$ cat src/hdl/mfrp_pkg.sv
// constants of the multi-line flash read path
package mfrp_pkg;

    // ========================
    // protocols and line widths
    localparam logic [1:0] MFRP_PROTO_EXT = 2'h0;
    localparam logic [1:0] MFRP_PROTO_DUAL = 2'h1;
    localparam logic [1:0] MFRP_PROTO_QUAD = 2'h2;
    localparam logic [2:0] MFRP_W1 = 3'h1;
    localparam logic [2:0] MFRP_W2 = 3'h2;
    localparam logic [2:0] MFRP_W4 = 3'h4;

    // ========================
    // read opcodes
    localparam logic [7:0] MFRP_OP_READ = 8'h03;
    localparam logic [7:0] MFRP_OP_FAST = 8'h0b;
    localparam logic [7:0] MFRP_OP_DOUT = 8'h3b;
    localparam logic [7:0] MFRP_OP_DIO = 8'hbb;
    localparam logic [7:0] MFRP_OP_QOUT = 8'h6b;
    localparam logic [7:0] MFRP_OP_QIO = 8'heb;

    // ========================
    // frame lengths in bits and dummy clocks (dummy plus mode clocks)
    localparam logic [4:0] MFRP_CMD_BITS = 5'h08;
    localparam logic [4:0] MFRP_ADDR_BITS = 5'h18;
    localparam logic [3:0] MFRP_BYTE_BITS = 4'h8;
    localparam logic [3:0] MFRP_DUMMY_READ = 4'h0;
    localparam logic [3:0] MFRP_DUMMY_FAST = 4'h8;
    localparam logic [3:0] MFRP_DUMMY_FAST_QUAD = 4'ha;
    localparam logic [3:0] MFRP_DUMMY_DIO_DUAL = 4'h9;
    localparam logic [3:0] MFRP_DUMMY_QIO_EXT = 4'ha;
    localparam logic [3:0] MFRP_DUMMY_QIO_QUAD = 4'hb;

    // ========================
    // reset values, data-phase drive enables and empty-fifo fill byte
    localparam logic [23:0] MFRP_ADDR_RESET = 24'h000000;
    localparam logic [3:0] MFRP_OE_N_IDLE = 4'hf;
    localparam logic [3:0] MFRP_OE_N_W1 = 4'hd;
    localparam logic [3:0] MFRP_OE_N_W2 = 4'hc;
    localparam logic [3:0] MFRP_OE_N_W4 = 4'h0;
    localparam logic [7:0] MFRP_FILL_BYTE = 8'hff;

    // ========================
    // discovery table
    localparam int MFRP_TBL_AW = 11;
    localparam logic [10:0] MFRP_TBL_DENS0 = 11'h034;
    localparam logic [10:0] MFRP_TBL_DENS1 = 11'h035;
    localparam logic [10:0] MFRP_TBL_DENS2 = 11'h036;
    localparam logic [10:0] MFRP_TBL_DENS3 = 11'h037;
    localparam logic [10:0] MFRP_TBL_144 = 11'h038;
    localparam logic [10:0] MFRP_TBL_114 = 11'h03a;
    localparam logic [10:0] MFRP_TBL_112 = 11'h03c;
    localparam logic [10:0] MFRP_TBL_122 = 11'h03e;
    localparam logic [10:0] MFRP_TBL_CAPS = 11'h040;
    localparam logic [10:0] MFRP_TBL_222 = 11'h046;
    localparam logic [10:0] MFRP_TBL_444 = 11'h04a;
    localparam logic [10:0] MFRP_TBL_ERASE1 = 11'h04c;
    localparam logic [10:0] MFRP_TBL_ERASE2 = 11'h04e;
    localparam logic [10:0] MFRP_TBL_ERASE3 = 11'h050;
    localparam logic [10:0] MFRP_TBL_ERASE4 = 11'h052;
    localparam logic [7:0] MFRP_DENS_LOW = 8'hff;
    localparam logic [7:0] MFRP_DENS_TOP = 8'h07;
    localparam logic [4:0] MFRP_D144 = 5'h09;
    localparam logic [4:0] MFRP_D114 = 5'h07;
    localparam logic [4:0] MFRP_D112 = 5'h08;
    localparam logic [4:0] MFRP_D122 = 5'h07;
    localparam logic [4:0] MFRP_D222 = 5'h08;
    localparam logic [4:0] MFRP_D444 = 5'h0a;
    localparam logic [2:0] MFRP_MODE_ONE = 3'h1;
    localparam logic [2:0] MFRP_MODE_NONE = 3'h0;
    localparam logic [2:0] MFRP_RSVD3 = 3'h7;
    localparam logic [7:0] MFRP_ERASE1_EXP = 8'h0c;
    localparam logic [7:0] MFRP_ERASE1_OP = 8'h20;
    localparam logic [7:0] MFRP_ERASE2_EXP = 8'h10;
    localparam logic [7:0] MFRP_ERASE2_OP = 8'hd8;
    localparam logic [7:0] MFRP_ERASE_NONE = 8'h00;
    localparam logic [7:0] MFRP_TBL_BLANK = 8'hff;

    // ========================
    // buffering
    localparam int MFRP_FIFO_DEPTH = 32;

endpackage

$ cat src/hdl/mfrp_read_path.sv
// flash read path: serial front end, prefetch fifo and discovery table
// Behaviour
// - decode 24-bit byte address for every read
// - command then three address bytes precede data
// - capture address bits on serial clock rise
// - advance address by one per data byte
// - chip select high stops drive, abandons command
// - fast reads insert dummy clocks, plain none
// - accept opcode set allowed by each protocol
// - line count per phase, opcode and protocol
// - table 144 entry: dummy 9, mode 1, EB
// - table 114 entry: dummy 7, mode 1, 6B
// - table 112 entry: dummy 8, mode 0, 3B
// - table 122 entry: dummy 7, mode 1, BB
// - table 222 entry: dummy 8, mode 1, BB
// - table 444 entry: dummy 10, mode 1, EB
// - byte 40h caps bits, reserved bytes ones
// - density bytes FF FF FF 07
// - two erase types, types three four zero
// - table pointer wraps at 2048 bytes
`timescale 1ns/100ps
`default_nettype none

// ========================
// prefetch fifo
module mfrp_fifo #(
    parameter int WIDTH = 8,
    parameter int DEPTH = 32
) (
    input wire logic i_clk,
    input wire logic i_rst_n,
    input wire logic i_flush,
    input wire logic i_in_valid,
    output logic o_in_ready,
    input wire logic [WIDTH-1:0] i_in_data,
    output logic o_out_valid,
    input wire logic i_out_ready,
    output logic [WIDTH-1:0] o_out_data
);
    localparam int AW = $clog2(DEPTH);
    logic [WIDTH-1:0] mem [DEPTH];
    logic [AW-1:0] wr_ptr;
    logic [AW-1:0] rd_ptr;
    logic [AW:0] count;
    logic push;
    logic pop;

    assign o_in_ready = (count != (AW+1)'(DEPTH));
    assign o_out_valid = (count != '0);
    assign o_out_data = mem[rd_ptr];
    assign push = i_in_valid && o_in_ready && !i_flush;
    assign pop = o_out_valid && i_out_ready && !i_flush;

    always_ff @(posedge i_clk) begin
        if (push) begin
            mem[wr_ptr] <= i_in_data;
        end
    end

    always_ff @(posedge i_clk or negedge i_rst_n) begin
        if (!i_rst_n) begin
            wr_ptr <= '0;
            rd_ptr <= '0;
            count <= '0;
        end else if (i_flush) begin
            wr_ptr <= '0;
            rd_ptr <= '0;
            count <= '0;
        end else begin
            if (push) begin
                wr_ptr <= (wr_ptr == AW'(DEPTH - 1)) ? '0 : wr_ptr + 1'b1;
            end
            if (pop) begin
                rd_ptr <= (rd_ptr == AW'(DEPTH - 1)) ? '0 : rd_ptr + 1'b1;
            end
            count <= count + (AW+1)'(push) - (AW+1)'(pop);
        end
    end
endmodule // mfrp_fifo

// ========================
// top
module mfrp_read_path
    import mfrp_pkg::*;
#(
    parameter int FIFO_DEPTH = MFRP_FIFO_DEPTH
) (
    input wire logic i_core_clk,
    input wire logic i_rstn,
    input wire logic i_sclk,
    input wire logic i_cs_n,
    input wire logic [1:0] i_proto,
    input wire logic [3:0] i_io,
    output logic [3:0] o_io,
    output logic [3:0] o_io_oe_n,
    output logic [23:0] o_mem_addr,
    output logic o_mem_rd,
    input wire logic [7:0] i_mem_data,
    input wire logic i_mem_valid,
    output logic o_mem_ready,
    input wire logic i_tbl_load,
    input wire logic [10:0] i_tbl_addr,
    input wire logic i_tbl_next,
    output logic [7:0] o_tbl_data
);
    typedef enum logic [2:0] {ST_IDLE, ST_CMD, ST_ADDR, ST_DUMMY, ST_DATA, ST_IGNORE} mfrp_state_t;

    // ========================
    // functions
    function automatic logic [2:0] proto_w(input logic [1:0] p);
        return (p == MFRP_PROTO_EXT) ? MFRP_W1 : (p == MFRP_PROTO_DUAL) ? MFRP_W2 : MFRP_W4;
    endfunction

    function automatic logic op_ok(input logic [7:0] op, input logic [1:0] p);
        case (p)
            MFRP_PROTO_EXT: return op inside {MFRP_OP_READ, MFRP_OP_FAST, MFRP_OP_DOUT,
                MFRP_OP_DIO, MFRP_OP_QOUT, MFRP_OP_QIO};
            MFRP_PROTO_DUAL: return op inside {MFRP_OP_FAST, MFRP_OP_DOUT, MFRP_OP_DIO};
            MFRP_PROTO_QUAD: return op inside {MFRP_OP_FAST, MFRP_OP_QOUT, MFRP_OP_QIO};
            default: return 1'b0;
        endcase
    endfunction

    function automatic logic [2:0] addr_w(input logic [7:0] op, input logic [1:0] p);
        if (p != MFRP_PROTO_EXT) begin
            return proto_w(p);
        end
        case (op)
            MFRP_OP_DIO: return MFRP_W2;
            MFRP_OP_QIO: return MFRP_W4;
            default: return MFRP_W1;
        endcase
    endfunction

    function automatic logic [2:0] data_w(input logic [7:0] op, input logic [1:0] p);
        if (p != MFRP_PROTO_EXT) begin
            return proto_w(p);
        end
        case (op)
            MFRP_OP_DOUT, MFRP_OP_DIO: return MFRP_W2;
            MFRP_OP_QOUT, MFRP_OP_QIO: return MFRP_W4;
            default: return MFRP_W1;
        endcase
    endfunction

    function automatic logic [3:0] dummy_of(input logic [7:0] op, input logic [1:0] p);
        case (op)
            MFRP_OP_READ: return MFRP_DUMMY_READ;
            MFRP_OP_FAST: return (p == MFRP_PROTO_QUAD) ? MFRP_DUMMY_FAST_QUAD : MFRP_DUMMY_FAST;
            MFRP_OP_DIO: return (p == MFRP_PROTO_DUAL) ? MFRP_DUMMY_DIO_DUAL : MFRP_DUMMY_FAST;
            MFRP_OP_QIO: return (p == MFRP_PROTO_QUAD) ? MFRP_DUMMY_QIO_QUAD : MFRP_DUMMY_QIO_EXT;
            default: return MFRP_DUMMY_FAST;
        endcase
    endfunction

    function automatic logic [23:0] shift_in(input logic [23:0] v, input logic [3:0] d, input logic [2:0] w);
        case (w)
            MFRP_W1: return {v[22:0], d[0]};
            MFRP_W2: return {v[21:0], d[1:0]};
            default: return {v[19:0], d};
        endcase
    endfunction

    function automatic logic [3:0] top_bits(input logic [7:0] b, input logic [2:0] w);
        case (w)
            MFRP_W1: return {2'h0, b[7], 1'b0};
            MFRP_W2: return {2'h0, b[7:6]};
            default: return b[7:4];
        endcase
    endfunction

    function automatic logic [7:0] tbl_byte(input logic [10:0] a);
        case (a)
            MFRP_TBL_DENS0, MFRP_TBL_DENS1, MFRP_TBL_DENS2: return MFRP_DENS_LOW;
            MFRP_TBL_DENS3: return MFRP_DENS_TOP;
            MFRP_TBL_144: return {MFRP_MODE_ONE, MFRP_D144};
            MFRP_TBL_144 + 11'h001: return MFRP_OP_QIO;
            MFRP_TBL_114: return {MFRP_MODE_ONE, MFRP_D114};
            MFRP_TBL_114 + 11'h001: return MFRP_OP_QOUT;
            MFRP_TBL_112: return {MFRP_MODE_NONE, MFRP_D112};
            MFRP_TBL_112 + 11'h001: return MFRP_OP_DOUT;
            MFRP_TBL_122: return {MFRP_MODE_ONE, MFRP_D122};
            MFRP_TBL_122 + 11'h001: return MFRP_OP_DIO;
            MFRP_TBL_CAPS: return {MFRP_RSVD3, 1'b1, MFRP_RSVD3, 1'b1};
            MFRP_TBL_222: return {MFRP_MODE_ONE, MFRP_D222};
            MFRP_TBL_222 + 11'h001: return MFRP_OP_DIO;
            MFRP_TBL_444: return {MFRP_MODE_ONE, MFRP_D444};
            MFRP_TBL_444 + 11'h001: return MFRP_OP_QIO;
            MFRP_TBL_ERASE1: return MFRP_ERASE1_EXP;
            MFRP_TBL_ERASE1 + 11'h001: return MFRP_ERASE1_OP;
            MFRP_TBL_ERASE2: return MFRP_ERASE2_EXP;
            MFRP_TBL_ERASE2 + 11'h001: return MFRP_ERASE2_OP;
            MFRP_TBL_ERASE3, MFRP_TBL_ERASE3 + 11'h001,
            MFRP_TBL_ERASE4, MFRP_TBL_ERASE4 + 11'h001: return MFRP_ERASE_NONE;
            default: return MFRP_TBL_BLANK;
        endcase
    endfunction

    // ========================
    // reset release and pin synchronisers
    logic rst_s1;
    logic rst_n;
    logic sclk_s1;
    logic sclk_s2;
    logic sclk_d;
    logic cs_s1;
    logic cs_s2;
    logic [3:0] io_s1;
    logic [3:0] io_s2;

    always_ff @(posedge i_core_clk or negedge i_rstn) begin
        if (!i_rstn) begin
            rst_s1 <= 1'b0;
            rst_n <= 1'b0;
        end else begin
            rst_s1 <= 1'b1;
            rst_n <= rst_s1;
        end
    end

    always_ff @(posedge i_core_clk or negedge rst_n) begin
        if (!rst_n) begin
            sclk_s1 <= 1'b0;
            sclk_s2 <= 1'b0;
            sclk_d <= 1'b0;
            cs_s1 <= 1'b1;
            cs_s2 <= 1'b1;
            io_s1 <= 4'h0;
            io_s2 <= 4'h0;
        end else begin
            sclk_s1 <= i_sclk;
            sclk_s2 <= sclk_s1;
            sclk_d <= sclk_s2;
            cs_s1 <= i_cs_n;
            cs_s2 <= cs_s1;
            io_s1 <= i_io;
            io_s2 <= io_s1;
        end
    end

    logic sclk_rise;
    logic sclk_fall;
    assign sclk_rise = sclk_s2 && !sclk_d;
    assign sclk_fall = !sclk_s2 && sclk_d;

    // ========================
    // command, address and dummy sequencing
    mfrp_state_t state;
    logic [1:0] proto;
    logic [7:0] op;
    logic [23:0] shreg;
    logic [4:0] bit_cnt;
    logic [3:0] dummy_left;
    logic [2:0] cur_w;
    logic [23:0] next_shreg;
    logic [4:0] next_bits;

    always_comb begin
        cur_w = (state == ST_CMD) ? proto_w(proto) : addr_w(op, proto);
        next_shreg = shift_in(shreg, io_s2, cur_w);
        next_bits = bit_cnt + {2'h0, cur_w};
    end

    always_ff @(posedge i_core_clk or negedge rst_n) begin
        if (!rst_n) begin
            state <= ST_IDLE;
            proto <= MFRP_PROTO_EXT;
            op <= 8'h00;
            shreg <= MFRP_ADDR_RESET;
            bit_cnt <= 5'h00;
            dummy_left <= 4'h0;
        end else if (cs_s2) begin
            state <= ST_IDLE;
            bit_cnt <= 5'h00;
        end else begin
            case (state)
                ST_IDLE: begin
                    state <= ST_CMD;
                    proto <= i_proto;
                end
                ST_CMD: begin
                    if (sclk_rise) begin
                        shreg <= next_shreg;
                        bit_cnt <= next_bits;
                        if (next_bits == MFRP_CMD_BITS) begin
                            op <= next_shreg[7:0];
                            bit_cnt <= 5'h00;
                            state <= op_ok(next_shreg[7:0], proto) ? ST_ADDR : ST_IGNORE;
                        end
                    end
                end
                ST_ADDR: begin
                    if (sclk_rise) begin
                        shreg <= next_shreg;
                        bit_cnt <= next_bits;
                        if (next_bits == MFRP_ADDR_BITS) begin
                            dummy_left <= dummy_of(op, proto);
                            state <= (dummy_of(op, proto) == 4'h0) ? ST_DATA : ST_DUMMY;
                        end
                    end
                end
                ST_DUMMY: begin
                    if (sclk_rise) begin
                        dummy_left <= dummy_left - 4'h1;
                        if (dummy_left == 4'h1) begin
                            state <= ST_DATA;
                        end
                    end
                end
                ST_DATA, ST_IGNORE: begin
                    state <= state;
                end
                default: begin
                    state <= ST_IGNORE;
                end
            endcase
        end
    end

    // ========================
    // prefetch from the array
    logic fetching;
    logic pending;
    logic live;
    logic fifo_in_ready;
    logic fifo_out_valid;
    logic fifo_pop;
    logic [7:0] fifo_data;
    logic addr_done;

    assign addr_done = !cs_s2 && state == ST_ADDR && sclk_rise && next_bits == MFRP_ADDR_BITS;
    assign o_mem_ready = fifo_in_ready;

    always_ff @(posedge i_core_clk or negedge rst_n) begin
        if (!rst_n) begin
            fetching <= 1'b0;
            pending <= 1'b0;
            live <= 1'b0;
            o_mem_rd <= 1'b0;
            o_mem_addr <= MFRP_ADDR_RESET;
        end else begin
            o_mem_rd <= 1'b0;
            if (i_mem_valid) begin
                pending <= 1'b0;
                live <= 1'b0;
            end
            if (cs_s2) begin
                fetching <= 1'b0;
                live <= 1'b0;
            end else if (addr_done) begin
                fetching <= 1'b1;
                o_mem_addr <= next_shreg;
            end else if (fetching && !pending && !o_mem_rd && fifo_in_ready) begin
                o_mem_rd <= 1'b1;
                pending <= 1'b1;
                live <= 1'b1;
            end
            if (o_mem_rd) begin
                o_mem_addr <= o_mem_addr + 24'h000001;
            end
        end
    end

    mfrp_fifo #(
        .WIDTH(8),
        .DEPTH(FIFO_DEPTH)
    ) u_fifo (
        .i_clk(i_core_clk),
        .i_rst_n(rst_n),
        .i_flush(cs_s2),
        .i_in_valid(i_mem_valid && live),
        .o_in_ready(fifo_in_ready),
        .i_in_data(i_mem_data),
        .o_out_valid(fifo_out_valid),
        .i_out_ready(fifo_pop),
        .o_out_data(fifo_data)
    );

    // ========================
    // data output on falling serial clock
    logic [7:0] obyte;
    logic [3:0] ocnt;
    logic [2:0] dw;
    logic in_data;

    assign dw = data_w(op, proto);
    assign in_data = !cs_s2 && state == ST_DATA;
    assign fifo_pop = in_data && sclk_fall && ocnt == 4'h0;

    always_ff @(posedge i_core_clk or negedge rst_n) begin
        if (!rst_n) begin
            o_io <= 4'h0;
            o_io_oe_n <= MFRP_OE_N_IDLE;
            obyte <= 8'h00;
            ocnt <= 4'h0;
        end else if (!in_data) begin
            o_io_oe_n <= MFRP_OE_N_IDLE;
            ocnt <= 4'h0;
        end else if (sclk_fall) begin
            o_io_oe_n <= (dw == MFRP_W1) ? MFRP_OE_N_W1 : (dw == MFRP_W2) ? MFRP_OE_N_W2 : MFRP_OE_N_W4;
            if (ocnt == 4'h0) begin
                o_io <= top_bits(fifo_out_valid ? fifo_data : MFRP_FILL_BYTE, dw);
                obyte <= (fifo_out_valid ? fifo_data : MFRP_FILL_BYTE) << dw;
                ocnt <= MFRP_BYTE_BITS - {1'b0, dw};
            end else begin
                o_io <= top_bits(obyte, dw);
                obyte <= obyte << dw;
                ocnt <= ocnt - {1'b0, dw};
            end
        end
    end

    // ========================
    // discovery table pointer
    logic [MFRP_TBL_AW-1:0] tbl_ptr;

    always_ff @(posedge i_core_clk or negedge rst_n) begin
        if (!rst_n) begin
            tbl_ptr <= '0;
            o_tbl_data <= MFRP_TBL_BLANK;
        end else begin
            if (i_tbl_load) begin
                tbl_ptr <= i_tbl_addr;
            end else if (i_tbl_next) begin
                tbl_ptr <= tbl_ptr + 1'b1;
            end
            o_tbl_data <= tbl_byte(tbl_ptr);
        end
    end
endmodule // mfrp_read_path

`default_nettype wire

$ cat config.mk
export PLATFORM = sky130hd
export DESIGN_NAME = mfrp_read_path
export DESIGN_NICKNAME = d
export VERILOG_FILES = /design/src/hdl/mfrp_pkg.sv /design/src/hdl/mfrp_read_path.sv
export SDC_FILE = /design/constraint.sdc
export NUM_CORES = 1
export LEC_CHECK = 0
export ABC_CLOCK_PERIOD_IN_PS = 7300
export CORE_UTILIZATION = 30
export CTS_BUF_LIST = sky130_fd_sc_hd__clkbuf_2
export CTS_CLUSTER_DIAMETER = 40
export CTS_CLUSTER_SIZE = 8
export DETAILED_ROUTE_END_ITERATION = 7
export DONT_BUFFER_PORTS = 1
export GPL_TIMING_DRIVEN = 0
export MAX_ROUTING_LAYER = met4
export SETUP_SLACK_MARGIN = 0.5
export SYNTH_ARGS = -nofsm -noshare
export SYNTH_HDL_FRONTEND = slang
export SYNTH_SLANG_ARGS = --single-unit
export TNS_END_PERCENT = 30
$ cat constraint.sdc
create_clock -name i_core_clk -period 7.3 [get_ports i_core_clk]
set_input_delay 0 -clock i_core_clk [delete_from_list [all_inputs] [get_ports i_core_clk]]
set_output_delay 0 -clock i_core_clk [all_outputs]
set_load 0.01 [all_outputs]
# ---- Word-level counts from Yosys, hierarchy flattened
# Memory sizes are Yosys's and may differ from the RTL's.
# Cells that the tools add are included.
dict set report totals {
  reg_bits 143
  mem_bits_rw 256
  inputBits 32
  wordCells 238
  n_memories 1
}
# memory words word_bits rd rd_clocked_by_memory_dff write_ports line
set memory_table {}
lappend memory_table {u_fifo.mem 32 8 1 0 1 mfrp_read_path.sv:41} ;# logic [WIDTH-1:0] mem [DEPTH];
dict set report classes {
  addsub 10
  n_eq_ne 62
  n_shift 2
  n_mux 80
  n_bitwise 1
  reduce_logical 53
}
# op n
set op_table {}
lappend op_table {{$eq A11 B7 Y1 const B} 12}
lappend op_table {{$pmux W8 S15} 1}
lappend op_table {{$eq A11 B6 Y1 const B} 9}
lappend op_table {{$mux W24} 3}
lappend op_table {{$mux W4} 13}
lappend op_table {{$mux W5} 10}
lappend op_table {{$pmux W24 S2} 1}
lappend op_table {{$mux W3} 15}
lappend op_table {{$eq A8 B8 Y1 const B} 4}
lappend op_table {{$add A24 B1 Y24 const B} 1}
lappend op_table {{$pmux W4 S2} 3}
lappend op_table {{$mux W1} 22}
lappend op_table {{$mux W11} 2}
lappend op_table {{$eq A8 B2 Y1 const B} 2}
lappend op_table {{$eq A8 B4 Y1 const B} 2}
lappend op_table {{$eq A8 B6 Y1 const B} 2}
lappend op_table {{$eq A8 B7 Y1 const B} 2}
lappend op_table {{$logic_and A1 B1 Y1} 16}
lappend op_table {{$mux W8} 2}
lappend op_table {{$pmux W4 S4} 1}
lappend op_table {{$shl A8 B3 Y8} 2}
lappend op_table {{$eq A5 B5 Y1 const B} 3}
lappend op_table {{$pmux W3 S5} 1}
lappend op_table {{$reduce_bool A2 Y1} 7}
lappend op_table {{39 further kinds} 72}

# ---- Longest topological paths before layout
# Gate-level depths: netlist (run 1).
dict set report logic_depth {
  word_depth 20
  mapped_depth 17
}

# ---- Cells and area by module
# A second synthesis (run 1) with hierarchy kept.
dict set report hier_totals {
  hier_cells 1369
  area_unflattened_um2 17795.8
}
# module n_inst cells_each area_each_um2
set by_module_without_submodules {}
lappend by_module_without_submodules {mfrp_fifo 1 633 11059.4}
lappend by_module_without_submodules {mfrp_read_path 1 736 6736.5}

# ---- Least setup slack after synthesis (run 1)
# Ideal clock, no wire load.
dict set report synth_path {
  path_kind {register -> register}
  from {register state[2]}
  to {register o_mem_addr[7]}
  setup_ps 94
  arrival_time_ps 4095
  required_time_ps 7206
  setup_slack_ps 3111
  path_stages_with_launch 16
  n_path_buf 3
  synth_period_minus_slack_ps 4189
  cell_sequence {dfrtp_1 > or3b_4 > a41oi_1 > clkbuf_1 > clkbuf_1 > ha_1 > inv_1 > fa_1 > nor2b_1 > o21ai_0 > xnor2_1 > nand4b_1 > nor2_1 > clkbuf_1 > nor3_1 > a211oi_1}
}
dict set report synth_via {
  elab_chain_len 7
}
# element line
set synth_rtl {}
lappend synth_rtl {{start: declaration} mfrp_read_path.sv:248} ;# mfrp_state_t state;
lappend synth_rtl {{start signal: assignment} mfrp_read_path.sv:288} ;# state <= op_ok(next_shreg[7:0], proto) ? ST_ADDR : ST_IGNORE;
lappend synth_rtl {{start signal: assignment} mfrp_read_path.sv:298} ;# state <= (dummy_of(op, proto) == 4'h0) ? ST_DATA : ST_DUMMY;
lappend synth_rtl {{start signal: assignment} mfrp_read_path.sv:311} ;# state <= state;
lappend synth_rtl {{$eq A3 B1 Y1} mfrp_read_path.sv:259} ;# cur_w = (state == ST_CMD) ? proto_w(proto) : addr_w(op, proto);
lappend synth_rtl {{$mux W3} mfrp_read_path.sv:259}
lappend synth_rtl {{$add A5 B3 Y5 (tied with other cells)} mfrp_read_path.sv:261} ;# next_bits = bit_cnt + {2'h0, cur_w};
lappend synth_rtl {{$eq A5 B5 Y1 or $pmux W24 S2 (tied branches)} {mfrp_read_path.sv:331, mfrp_read_path.sv:157}}
lappend synth_rtl {{$logic_and A1 B1 Y1 or $mux W24 (tied branches)} {mfrp_read_path.sv:331, mfrp_read_path.sv:350}}
lappend synth_rtl {{$reduce_bool A2 Y1 (no line) or $mux W24 (tied branches)} -}
lappend synth_rtl {{$reduce_and A2 Y1 (no line) or $mux W24 (tied branches)} -}
lappend synth_rtl {{end signal: assignment} mfrp_read_path.sv:352} ;# o_mem_addr <= next_shreg;
lappend synth_rtl {{end signal: assignment} mfrp_read_path.sv:359} ;# o_mem_addr <= o_mem_addr + 24'h000001;
lappend synth_rtl {{end: declaration} mfrp_read_path.sv:96} ;# output logic [23:0] o_mem_addr,
# Parallel ways exist; a longest one is shown, timed or not. The select of a mux whose other input is x is not followed.
# A chain may end at the register's enable or synchronous reset.

# ---- Worst setup path after layout (run 1)
dict set report layout_path {
  from {register state[2]}
  to {register pending}
}
dict set report layout_via {
  elab_chain_len 7
}
# element line
set layout_rtl {}
lappend layout_rtl {{$eq A3 B1 Y1} mfrp_read_path.sv:259}
lappend layout_rtl {{$mux W3} mfrp_read_path.sv:259}
lappend layout_rtl {{$add A5 B3 Y5} mfrp_read_path.sv:261}
lappend layout_rtl {{$eq A5 B5 Y1} mfrp_read_path.sv:331} ;# assign addr_done = !cs_s2 && state == ST_ADDR && sclk_rise && next_bits == MFRP_ADDR_BITS;
lappend layout_rtl {{$logic_and A1 B1 Y1 (*)} mfrp_read_path.sv:331}
lappend layout_rtl {{$mux W1 (*)} mfrp_read_path.sv:350} ;# end else if (addr_done) begin
lappend layout_rtl {{$mux W1 (*)} mfrp_read_path.sv:347} ;# if (cs_s2) begin
lappend layout_rtl {{end signal: assignment} mfrp_read_path.sv:337} ;# pending <= 1'b0;
lappend layout_rtl {{end signal: assignment} mfrp_read_path.sv:344} ;# pending <= 1'b0;
lappend layout_rtl {{end signal: assignment} mfrp_read_path.sv:355} ;# pending <= 1'b1;
lappend layout_rtl {{end: declaration} mfrp_read_path.sv:323} ;# logic pending;
# Mark *: on every way between the ends. The rest lies on a longest branch, timed or not.

==> impl_metrics.sql, run 1 <==
INSERT INTO impl_metrics (metric_group, metric, value, unit) VALUES
('job', 'maxCapViolations', '0', ''),
('cts', 'cts_resized', '0', ''),
('timing', 'setup_viol', '0', ''),
('timing', 'worst_slew_margin_relative_to_its_limit', '0.215', ''),
('timing', 'timing_worst_slew_pin_value', '1.17', 'ns'),
('route', 'drt_pass1_iterations', '6', ''),
('synthesis', 'mapped_area', '0.0177', 'mm2'),
('place', 'dp_hpwl', '29200', 'um'),
('die', 'core_area', '0.0580', 'mm2'),
('worst_setup_path', 'timing.reg2reg.worst_path_depth', '16', ''),
('route', 'detail_route.iter0.violations', '1359', ''),
('power', 'power.ir.vdd_worst', '0.109', 'mV'),
('global_route', 'grt_max_degree', '71', ''),
('synthesis', 'synth.ff_latch_count', '398', ''),
('synthesis', 'yosysTopAreaCell', 'edfxtp_1', ''),
('cts', 'number_of_buffers_inserted_to_repair_setup_after_cts', '0', ''),
('synthesis', 'synth_ff_type', 'edfxtp_1', ''),
('worst_setup_path', 'worst_setup_path_start_kind', 'flip-flop', ''),
('place', 'globalplace.congestion', '0.876', ''),
('worst_setup_path', 'cp-startpoint', 'state[2]', ''),
('die', 'num_io_pins', '74', ''),
('synthesis', 'synth.yosys.seq_area_share', '0.635', ''),
('timing', 'rsz0062_at_grt', 'no', ''),
('synthesis', 'ys_async_sr_fraction', '0.357', ''),
('place', 'port_buffers', '0', ''),
('hold_path', 'holdCritPathClass', 'input pin to flip-flop', ''),
('global_route', 'first_global_vias', '11800', ''),
('worst_setup_path', 'endpoint', 'pending', ''),
('cts', 'cts.root.buffer_cell', 'clkbuf_2', ''),
('worst_setup_path', 'crit_path_max_fanout', '10', ''),
('route', 'drcViolationCount', '0', ''),
('worst_setup_path', 'regToRegEndpoint', 'pending', ''),
('die', 'fp.dieH', '245', 'um'),
('global_route', 'grt_first_pass_wirelength', '69600', 'um'),
('timing', 'timing.hold.ws', '0.105', 'ns'),
('worst_setup_path', 'cp_data_arrival_time', '6.81', 'ns'),
('route', 'totalWireLength', '45100', 'um'),
('die', 'rows', '88', ''),
('timing', 'timing.clock.skew', '0.147', 'ns'),
('timing', 'layout_min_cycle_time', '5.88', 'ns'),
('cts', 'cts.clk_slew.worst_paths', '0.16', 'ns'),
('power', 'post-layout-total-power', '4.71', 'mW'),
('worst_setup_path', 'worstSetupEndpointType', 'flip-flop', ''),
('synthesis', 'postSynthAreaPerCell', '13.6', 'um2'),
('global_route', 'grt.overflow.total', '0', ''),
('cts', 'tritoncts', 'yes', ''),
('synthesis', 'synthCells', '1299', ''),
('route', 'wl_per_cell', '19.9', 'um'),
('synthesis', 'synthDominantCellAreaShare', '0.434', ''),
('cells_and_area', 'finalNetCount', '1518', ''),
('outcome', 'run_status', 'finished, final reports clean', ''),
('cts', 'tritoncts_num_sinks', '398', ''),
('die', 'die-width', '245', 'um'),
('synthesis', 'yosys-top-cells-area', 'edfxtp_1 43%, dfrtp_1 18%, mux4_2 8.6%', ''),
('synthesis', 'synth_cell_types', '75', ''),
('route', 'routed_via_density', '5.29', ''),
('global_route', 'antenna_found_initial', '4', ''),
('route', 'route.antenna.remaining_nets', '0', ''),
('cells_and_area', 'fraction_of_layout_instances_using_a_drive_strength_above_1', '0.162', ''),
('cells_and_area', 'syn_to_final_growth', '14.8', '%'),
('timing', 'maxClockFrequency', '0.170', 'GHz'),
('cts', 'clock_latency_late_sink', '1.15', 'ns'),
('die', 'die_footprint', '0.0600', 'mm2'),
('power', 'p_leak', '6.99', 'nW'),
('timing', 'final_max_slew_viol_count', '0', ''),
('place', 'dpl_cell_area', '0.0187', 'mm2'),
('global_route', 'globalRouteTotalUtil', '0.155', ''),
('synthesis', 'mappedNetlistNets', '1363', ''),
('timing', 'setup_total_negative_slack', '0', 'ns'),
('worst_setup_path', 'crit-reg2reg-launch', 'state[2]', ''),
('worst_setup_path', 'internal_reg_to_reg_setup_slack', '1.42', 'ns'),
('cells_and_area', 'post_layout_nonfiller_instances', '2268', ''),
('cells_and_area', 'stdcell_area', '0.0203', 'mm2'),
('synthesis', 'synth-edff-count', '256', ''),
('cts', 'numCtsBuffers', '70', ''),
('timing', 'final_period_util', '0.806', ''),
('die', 'initial_utilization', '0.305', ''),
('worst_setup_path', 'timing_worst_setup_path_type', 'flip-flop to flip-flop', ''),
('timing', 'hold_violations', '0', ''),
('worst_setup_path', 'worst_ep_required_time', '8.23', 'ns'),
('cts', 'htree_num_levels', '3', ''),
('cts', 'cts.path.max_buffers', '3', ''),
('power', 'power_density', '232', 'mW/mm2'),
('synthesis', 'synth_warnings', '0', ''),
('route', 'vias', '12000', ''),
('place', 'placedCellCount', '2066', '');
==> metal layers <==
| metal | share of wire | up-vias | wire (um) | track usage |
|---|---|---|---|---|
| met1 | 0.43 | 6061 | 19300 | 0.204 |
| met4 | 0.017 | 0 | 760 | 0.0382 |
| met2 | 0.47 | 525 | 21100 | 0.238 |
| met3 | 0.087 | 74 | 3950 | 0.0426 |
| met5 | 0 | - | 0 | - |
| li1 | - | 5343 | - | - |
==> registers in the layout, indices dropped and copies added, names as in the netlist, 6 cells and up <==
signal,cells
op,8
o_tbl_data,8
u_fifo.mem,256
tbl_ptr,11
obyte,8
o_mem_addr,24
u_fifo.count,6
shreg,23
==> how the worst min path moves through the flow <==
stage	start	end	slack [ns]	cells after the start
after floorplan	i_rstn	rst_n	-0.30	0
after global placement	i_rstn	rst_n	-0.30	0
after detailed placement	i_rstn	rst_s1	-0.30	0
after CTS	i_io[1]	io_s1[1]	0.0007	2
after global routing	i_io[1]	io_s1[1]	-0.01	2
final	i_io[1]	io_s1[1]	0.11	2
==> kinds of logic after synthesis <==
kind of cell,after synthesis,share of synthesized area
buffers and inverters,105,0.0232
XOR/XNOR,22,0.0109
AO/OA/AOI/OAI,246,0.0941
adder cells (fa/ha/maj),32,0.0239
other,1,0.000212
multiplexers,94,0.102
flip-flops,398,0.635
AND/OR/NAND/NOR,401,0.111
==> worst max-delay path, stage by stage, from the launching register on <==
cell           delay [ns]
dfrtp_1              0.47
or3b_4               0.46
a41oi_1              0.56
clkbuf_1             0.46
clkbuf_1             0.43
ha_1                 0.26
inv_1                0.06
fa_1                 0.41
nor2b_1              0.11
o21ai_0              0.12
xnor2_1              0.46
and4b_1              0.43
clkbuf_1             0.44
nor2_1               0.21
nand3_1              0.17
o21ai_0              0.12
dlygate4sd3_1        0.57
==> final cells by class <==
type / instances / area [um2]
sequential: 398 / 11300
clock inverter: 28 / 268
fill: 5583 / 37700
buffer: 71 / 284
multi-input combinational: 796 / 6050
tap: 765 / 957
inverter: 34 / 128
timing repair buffer: 83 / 946
clock buffer: 85 / 425
antenna: 8 / 20.0
==> synthesized netlist by cell type (all sizes together), types with 14 or more instances <==
master / number
a211oi: 14
a21oi: 46
a222oi: 19
a31oi: 15
and3: 14
buf: 16
clkbuf: 55
dfrtp: 129
edfxtp: 256
ha: 29
inv: 33
mux2i: 17
mux4: 68
nand2: 95
nand3: 41
nor2: 122
nor2b: 16
nor3: 20
o21ai: 63
==> report_power, final <==
part | switching [mW] | internal (mW)
logic | 0.435 | 0.275
registers | 0.129 | 2.51
clock network | 0.885 | 0.479
==> repair_timing <==
action                                 in CTS  in global routing
setup endpoints to repair                   0                  0
hold buffers                               81                  0
endpoints found under the hold margin     285                  0
==> cell usage in the layout, fill, tap and decap left out, types with 14 or more instances in the layout <==
cell type / count
a21oi_1: 46
mux4_2: 68
clkbuf_2: 86
o21ai_0: 62
a31oi_1: 15
clkbuf_1: 54
nor2b_1: 16
nor2_1: 122
dlygate4sd3_1: 73
nor3_1: 20
nand2_1: 95
edfxtp_1: 256
nand3_1: 41
and3_1: 14
inv_1: 32
a222oi_1: 19
dfrtp_1: 128
ha_1: 29
mux2i_1: 17
a211oi_1: 14
==> stage by stage <==
step           worst slack, ns  utilization
3_3_place_gp              1.40        0.322
2_1_floorplan             3.07            -
4_1_cts                   1.57        0.350
6_report                  1.42        0.351
5_1_grt                   1.13        0.350
3_5_place_dp              1.81        0.323
Note: power is estimated with default switching activity, not from simulation.
==> run 2, diff against run 1 <==
--- a/config.mk
+++ b/config.mk
@@ -5,7 +5,7 @@
 export SDC_FILE = /design/constraint.sdc
 export NUM_CORES = 1
 export LEC_CHECK = 0
-export ABC_CLOCK_PERIOD_IN_PS = 7300
+export ABC_CLOCK_PERIOD_IN_PS = 5200
 export CORE_UTILIZATION = 30
 export CTS_BUF_LIST = sky130_fd_sc_hd__clkbuf_2
 export CTS_CLUSTER_DIAMETER = 40
==> constraint.sdc (replaced) <==
create_clock -name i_core_clk -period 5.2 [get_ports i_core_clk]
set_input_delay 0 -clock i_core_clk [delete_from_list [all_inputs] [get_ports i_core_clk]]
set_output_delay 0 -clock i_core_clk [all_outputs]
set_load 0.01 [all_outputs]
==> impl_metrics.sql, run 2 (synthesis gave the netlist of run 1 again) <==
INSERT INTO impl_metrics (metric_group, metric, value, unit) VALUES
('timing', 'timing_worst_slew_pin_value', '1.17', 'ns'),
('hold_path', 'worstHoldPathCells', '2', ''),
('power', 'internal_power_of_the_cells', '4.59', 'mW'),
('cells_and_area', 'biggestRegsByFlops', 'u_fifo.mem: 256 flops, o_mem_addr: 24 flops, shreg: 23 flops', ''),
('worst_setup_path', 'worstSetupEndpointType', 'flip-flop', ''),
('hold_path', 'holdCritPathClass', 'input pin to flip-flop', ''),
('route', 'totalWireLength', '45100', 'um'),
('global_route', 'grt.overflow.total', '0', ''),
('timing', 'hold_violations', '0', ''),
('cells_and_area', 'mostFrequentLayoutCell', 'edfxtp_1', ''),
('timing', 'timing.clock.skew', '0.148', 'ns'),
('cts', 'tritoncts_num_sinks', '398', ''),
('cts', 'htree_num_levels', '3', ''),
('worst_setup_path', 'timing_worst_setup_path_type', 'flip-flop to flip-flop', ''),
('route', 'wl_per_cell', '19.9', 'um'),
('cts', 'tritoncts', 'yes', ''),
('cts', 'cts.path.max_buffers', '3', ''),
('worst_setup_path', 'path_cells', 'or3b_4 > a41o_1 > and2_1 > clkbuf_2 > clkbuf_2 > clkbuf_2 > ha_1 > a21o_1 > a21oi_1 > mux2i_1 > and4b_1 > clkbuf_2 > nor2_1 > nand3_1 > o21ai_0', ''),
('power', 'p_leak', '7.02', 'nW'),
('power', 'switching_share', '0.308', ''),
('global_route', 'grt_first_pass_wirelength', '69600', 'um'),
('timing', 'layout_min_cycle_time', '4.55', 'ns'),
('job', 'maxCapViolations', '0', ''),
('die', 'num_io_pins', '74', ''),
('route', 'drcViolationCount', '0', ''),
('worst_setup_path', 'worst_setup_path_start_kind', 'flip-flop', ''),
('cells_and_area', 'largest_register', 'u_fifo.mem', ''),
('worst_setup_path', 'timing.reg2reg.worst_path_depth', '15', ''),
('place', 'dp_hpwl', '29200', 'um'),
('timing', 'fin_worst_setup_slack', '0.648', 'ns'),
('place', 'dpl_cell_area', '0.0187', 'mm2'),
('die', 'die-width', '245', 'um'),
('worst_setup_path', 'slowest_stage', 'or3b_4', ''),
('hold_path', 'min-delay-start', 'i_io[1]', ''),
('cts', 'cts.root.buffer_cell', 'clkbuf_2', ''),
('power', 'power_density', '325', 'mW/mm2'),
('timing', 'worst_slew_margin_relative_to_its_limit', '0.216', ''),
('route', 'vias', '12000', ''),
('cells_and_area', 'fraction_of_layout_instances_using_a_drive_strength_above_1', '0.170', ''),
('worst_setup_path', 'crit_path_max_fanout', '10', ''),
('die', 'fp.dieH', '245', 'um'),
('global_route', 'globalRouteTotalUtil', '0.155', ''),
('route', 'routed_via_density', '5.29', ''),
('global_route', 'first_global_vias', '11800', ''),
('timing', 'final_period_util', '0.875', ''),
('power', 'power.combinational.fraction', '0.151', ''),
('worst_setup_path', 'cpMostUsedCell', 'clkbuf_2', ''),
('place', 'port_buffers', '0', ''),
('cells_and_area', 'stdcell_area', '0.0204', 'mm2'),
('die', 'initial_utilization', '0.305', ''),
('cts', 'clock_latency_late_sink', '1.15', 'ns'),
('route', 'route.antenna.remaining_nets', '0', ''),
('timing', 'setup_viol', '0', ''),
('power', 'power.ir.vdd_worst', '0.157', 'mV'),
('timing', 'rsz0062_at_grt', 'yes', ''),
('worst_setup_path', 'crit-reg2reg-launch', 'state[2]', ''),
('die', 'rows', '88', ''),
('cts', 'numCtsBuffers', '70', ''),
('die', 'die_footprint', '0.0600', 'mm2'),
('timing', 'maxClockFrequency', '0.220', 'GHz'),
('die', 'core_area', '0.0580', 'mm2'),
('power', 'seq_power_share', '0.559', ''),
('outcome', 'run_status', 'finished, final reports clean', ''),
('worst_setup_path', 'cp_data_arrival_time', '5.51', 'ns'),
('worst_setup_path', 'worst_ep_required_time', '6.16', 'ns'),
('route', 'detail_route.iter0.violations', '1322', ''),
('cells_and_area', 'num-fill-cells', '5594', ''),
('place', 'globalplace.congestion', '0.876', ''),
('cells_and_area', 'final_cell_mix', '256 x edfxtp_1, 128 x dfrtp_1, 121 x nor2_1, 95 x nand2_1, 93 x clkbuf_2', ''),
('place', 'place_worst_setup_slack', '-0.295', 'ns'),
('cells_and_area', 'finalNetCount', '1520', ''),
('cells_and_area', 'max_ffs_per_register', '256', ''),
('power', 'total_switching_power', '2.04', 'mW'),
('worst_setup_path', 'cp-startpoint', 'state[2]', ''),
('global_route', 'antenna_found_initial', '4', ''),
('timing', 'final_max_slew_viol_count', '0', ''),
('cells_and_area', 'syn_to_final_growth', '15.1', '%'),
('worst_setup_path', 'cpPeakStageDelay', '0.47', 'ns'),
('global_route', 'grt_max_degree', '71', ''),
('power', 'share_clk_of_total_power', '0.290', ''),
('cts', 'cts.clk_slew.worst_paths', '0.16', 'ns'),
('route', 'drt_pass1_iterations', '8', '');
## run 2: cell count changes in the layout (fill, tap and decap cells not counted), sizes merged
cell | before | now
dlygate4sd3 | 73 | 72
clkbuf | 140 | 139
buf | 26 | 30
diode | 8 | 6
## run 2: repair_timing
| action | CTS | global route |
|---|---|---|
| hold buffers | 80 | 0 |
| resized for setup | 7 | 10 |
| endpoints found under the hold margin | 285 | 0 |
| buffers inserted | 3 | 0 |
| pin swaps | 1 | 1 |
| endpoints found under the setup margin | 40 | 29 |
## run 2: cell type report
class	instances	area [um2]	share of cell area
antenna	6	15.0	0.000737
buffer	71	297	0.0145
clock buffer	85	425	0.0209
clock inverter	28	268	0.0131
inverter	34	128	0.00626
multi-input combinational	796	6070	0.298
sequential	398	11300	0.552
tap	765	957	0.0470
timing repair buffer	85	958	0.0470
## run 2: final timing paths
kind | slack [ns] | endpoint
max | 0.65 | pending
min | 0.1 | io_s1[1]
max reg2reg | 0.65 | pending
min reg2reg | 0.31 | o_io[3]
max in group asynchronous | 4.14 | shreg[13]
min in group asynchronous | 0.29 | rst_n
## run 2: per-stage QoR
step	utilization	setup TNS (ns)	total power [mW]	std cells	hold slack (ns)
final	0.351	0	6.63	2268	0.0958
after global placement	0.322	-88.41	4.63	2064	-0.296
after CTS	0.351	0	6.66	2262	0.000694
after detailed placement	0.323	-1.84	4.65	2066	-0.296
after floorplan	-	0	4.36	1299	-0.296
after global routing	0.351	0	6.94	2268	-0.0137
## run 2: power by group through the flow
| stage | registers (mW) | logic (mW) | clock network [mW] |
|---|---|---|---|
| 2_1_floorplan | 3.73 | 0.637 | 0 |
| 3_3_place_gp | 3.78 | 0.844 | 0 |
| 3_5_place_dp | 3.77 | 0.880 | 0 |
| 4_1_cts | 3.70 | 0.990 | 1.97 |
| 5_1_grt | 3.73 | 1.11 | 2.11 |
| 6_report | 3.71 | 1.00 | 1.92 |
## run 2: worst max-delay path, delay by kind of cell (launching register included)
| family | cells | cell delay (ns) |
|---|---|---|
| multiplexers | 1 | 0.43 |
| flip-flops | 1 | 0.46 |
| AO/OA/AOI/OAI | 4 | 0.88 |
| AND/OR/NAND/NOR | 5 | 1.49 |
| buffers and inverters | 4 | 0.84 |
| adder cells (fa/ha/maj) | 1 | 0.31 |
## run 2: per-layer routing
layer / routed length, um / vias up / global-route usage
li1: - / 5345 / -
met1: 19500 / 6090 / 0.204
met2: 21000 / 482 / 0.238
met3: 3730 / 80 / 0.0426
met4: 841 / 0 / 0.0384
met5: 0 / - / -
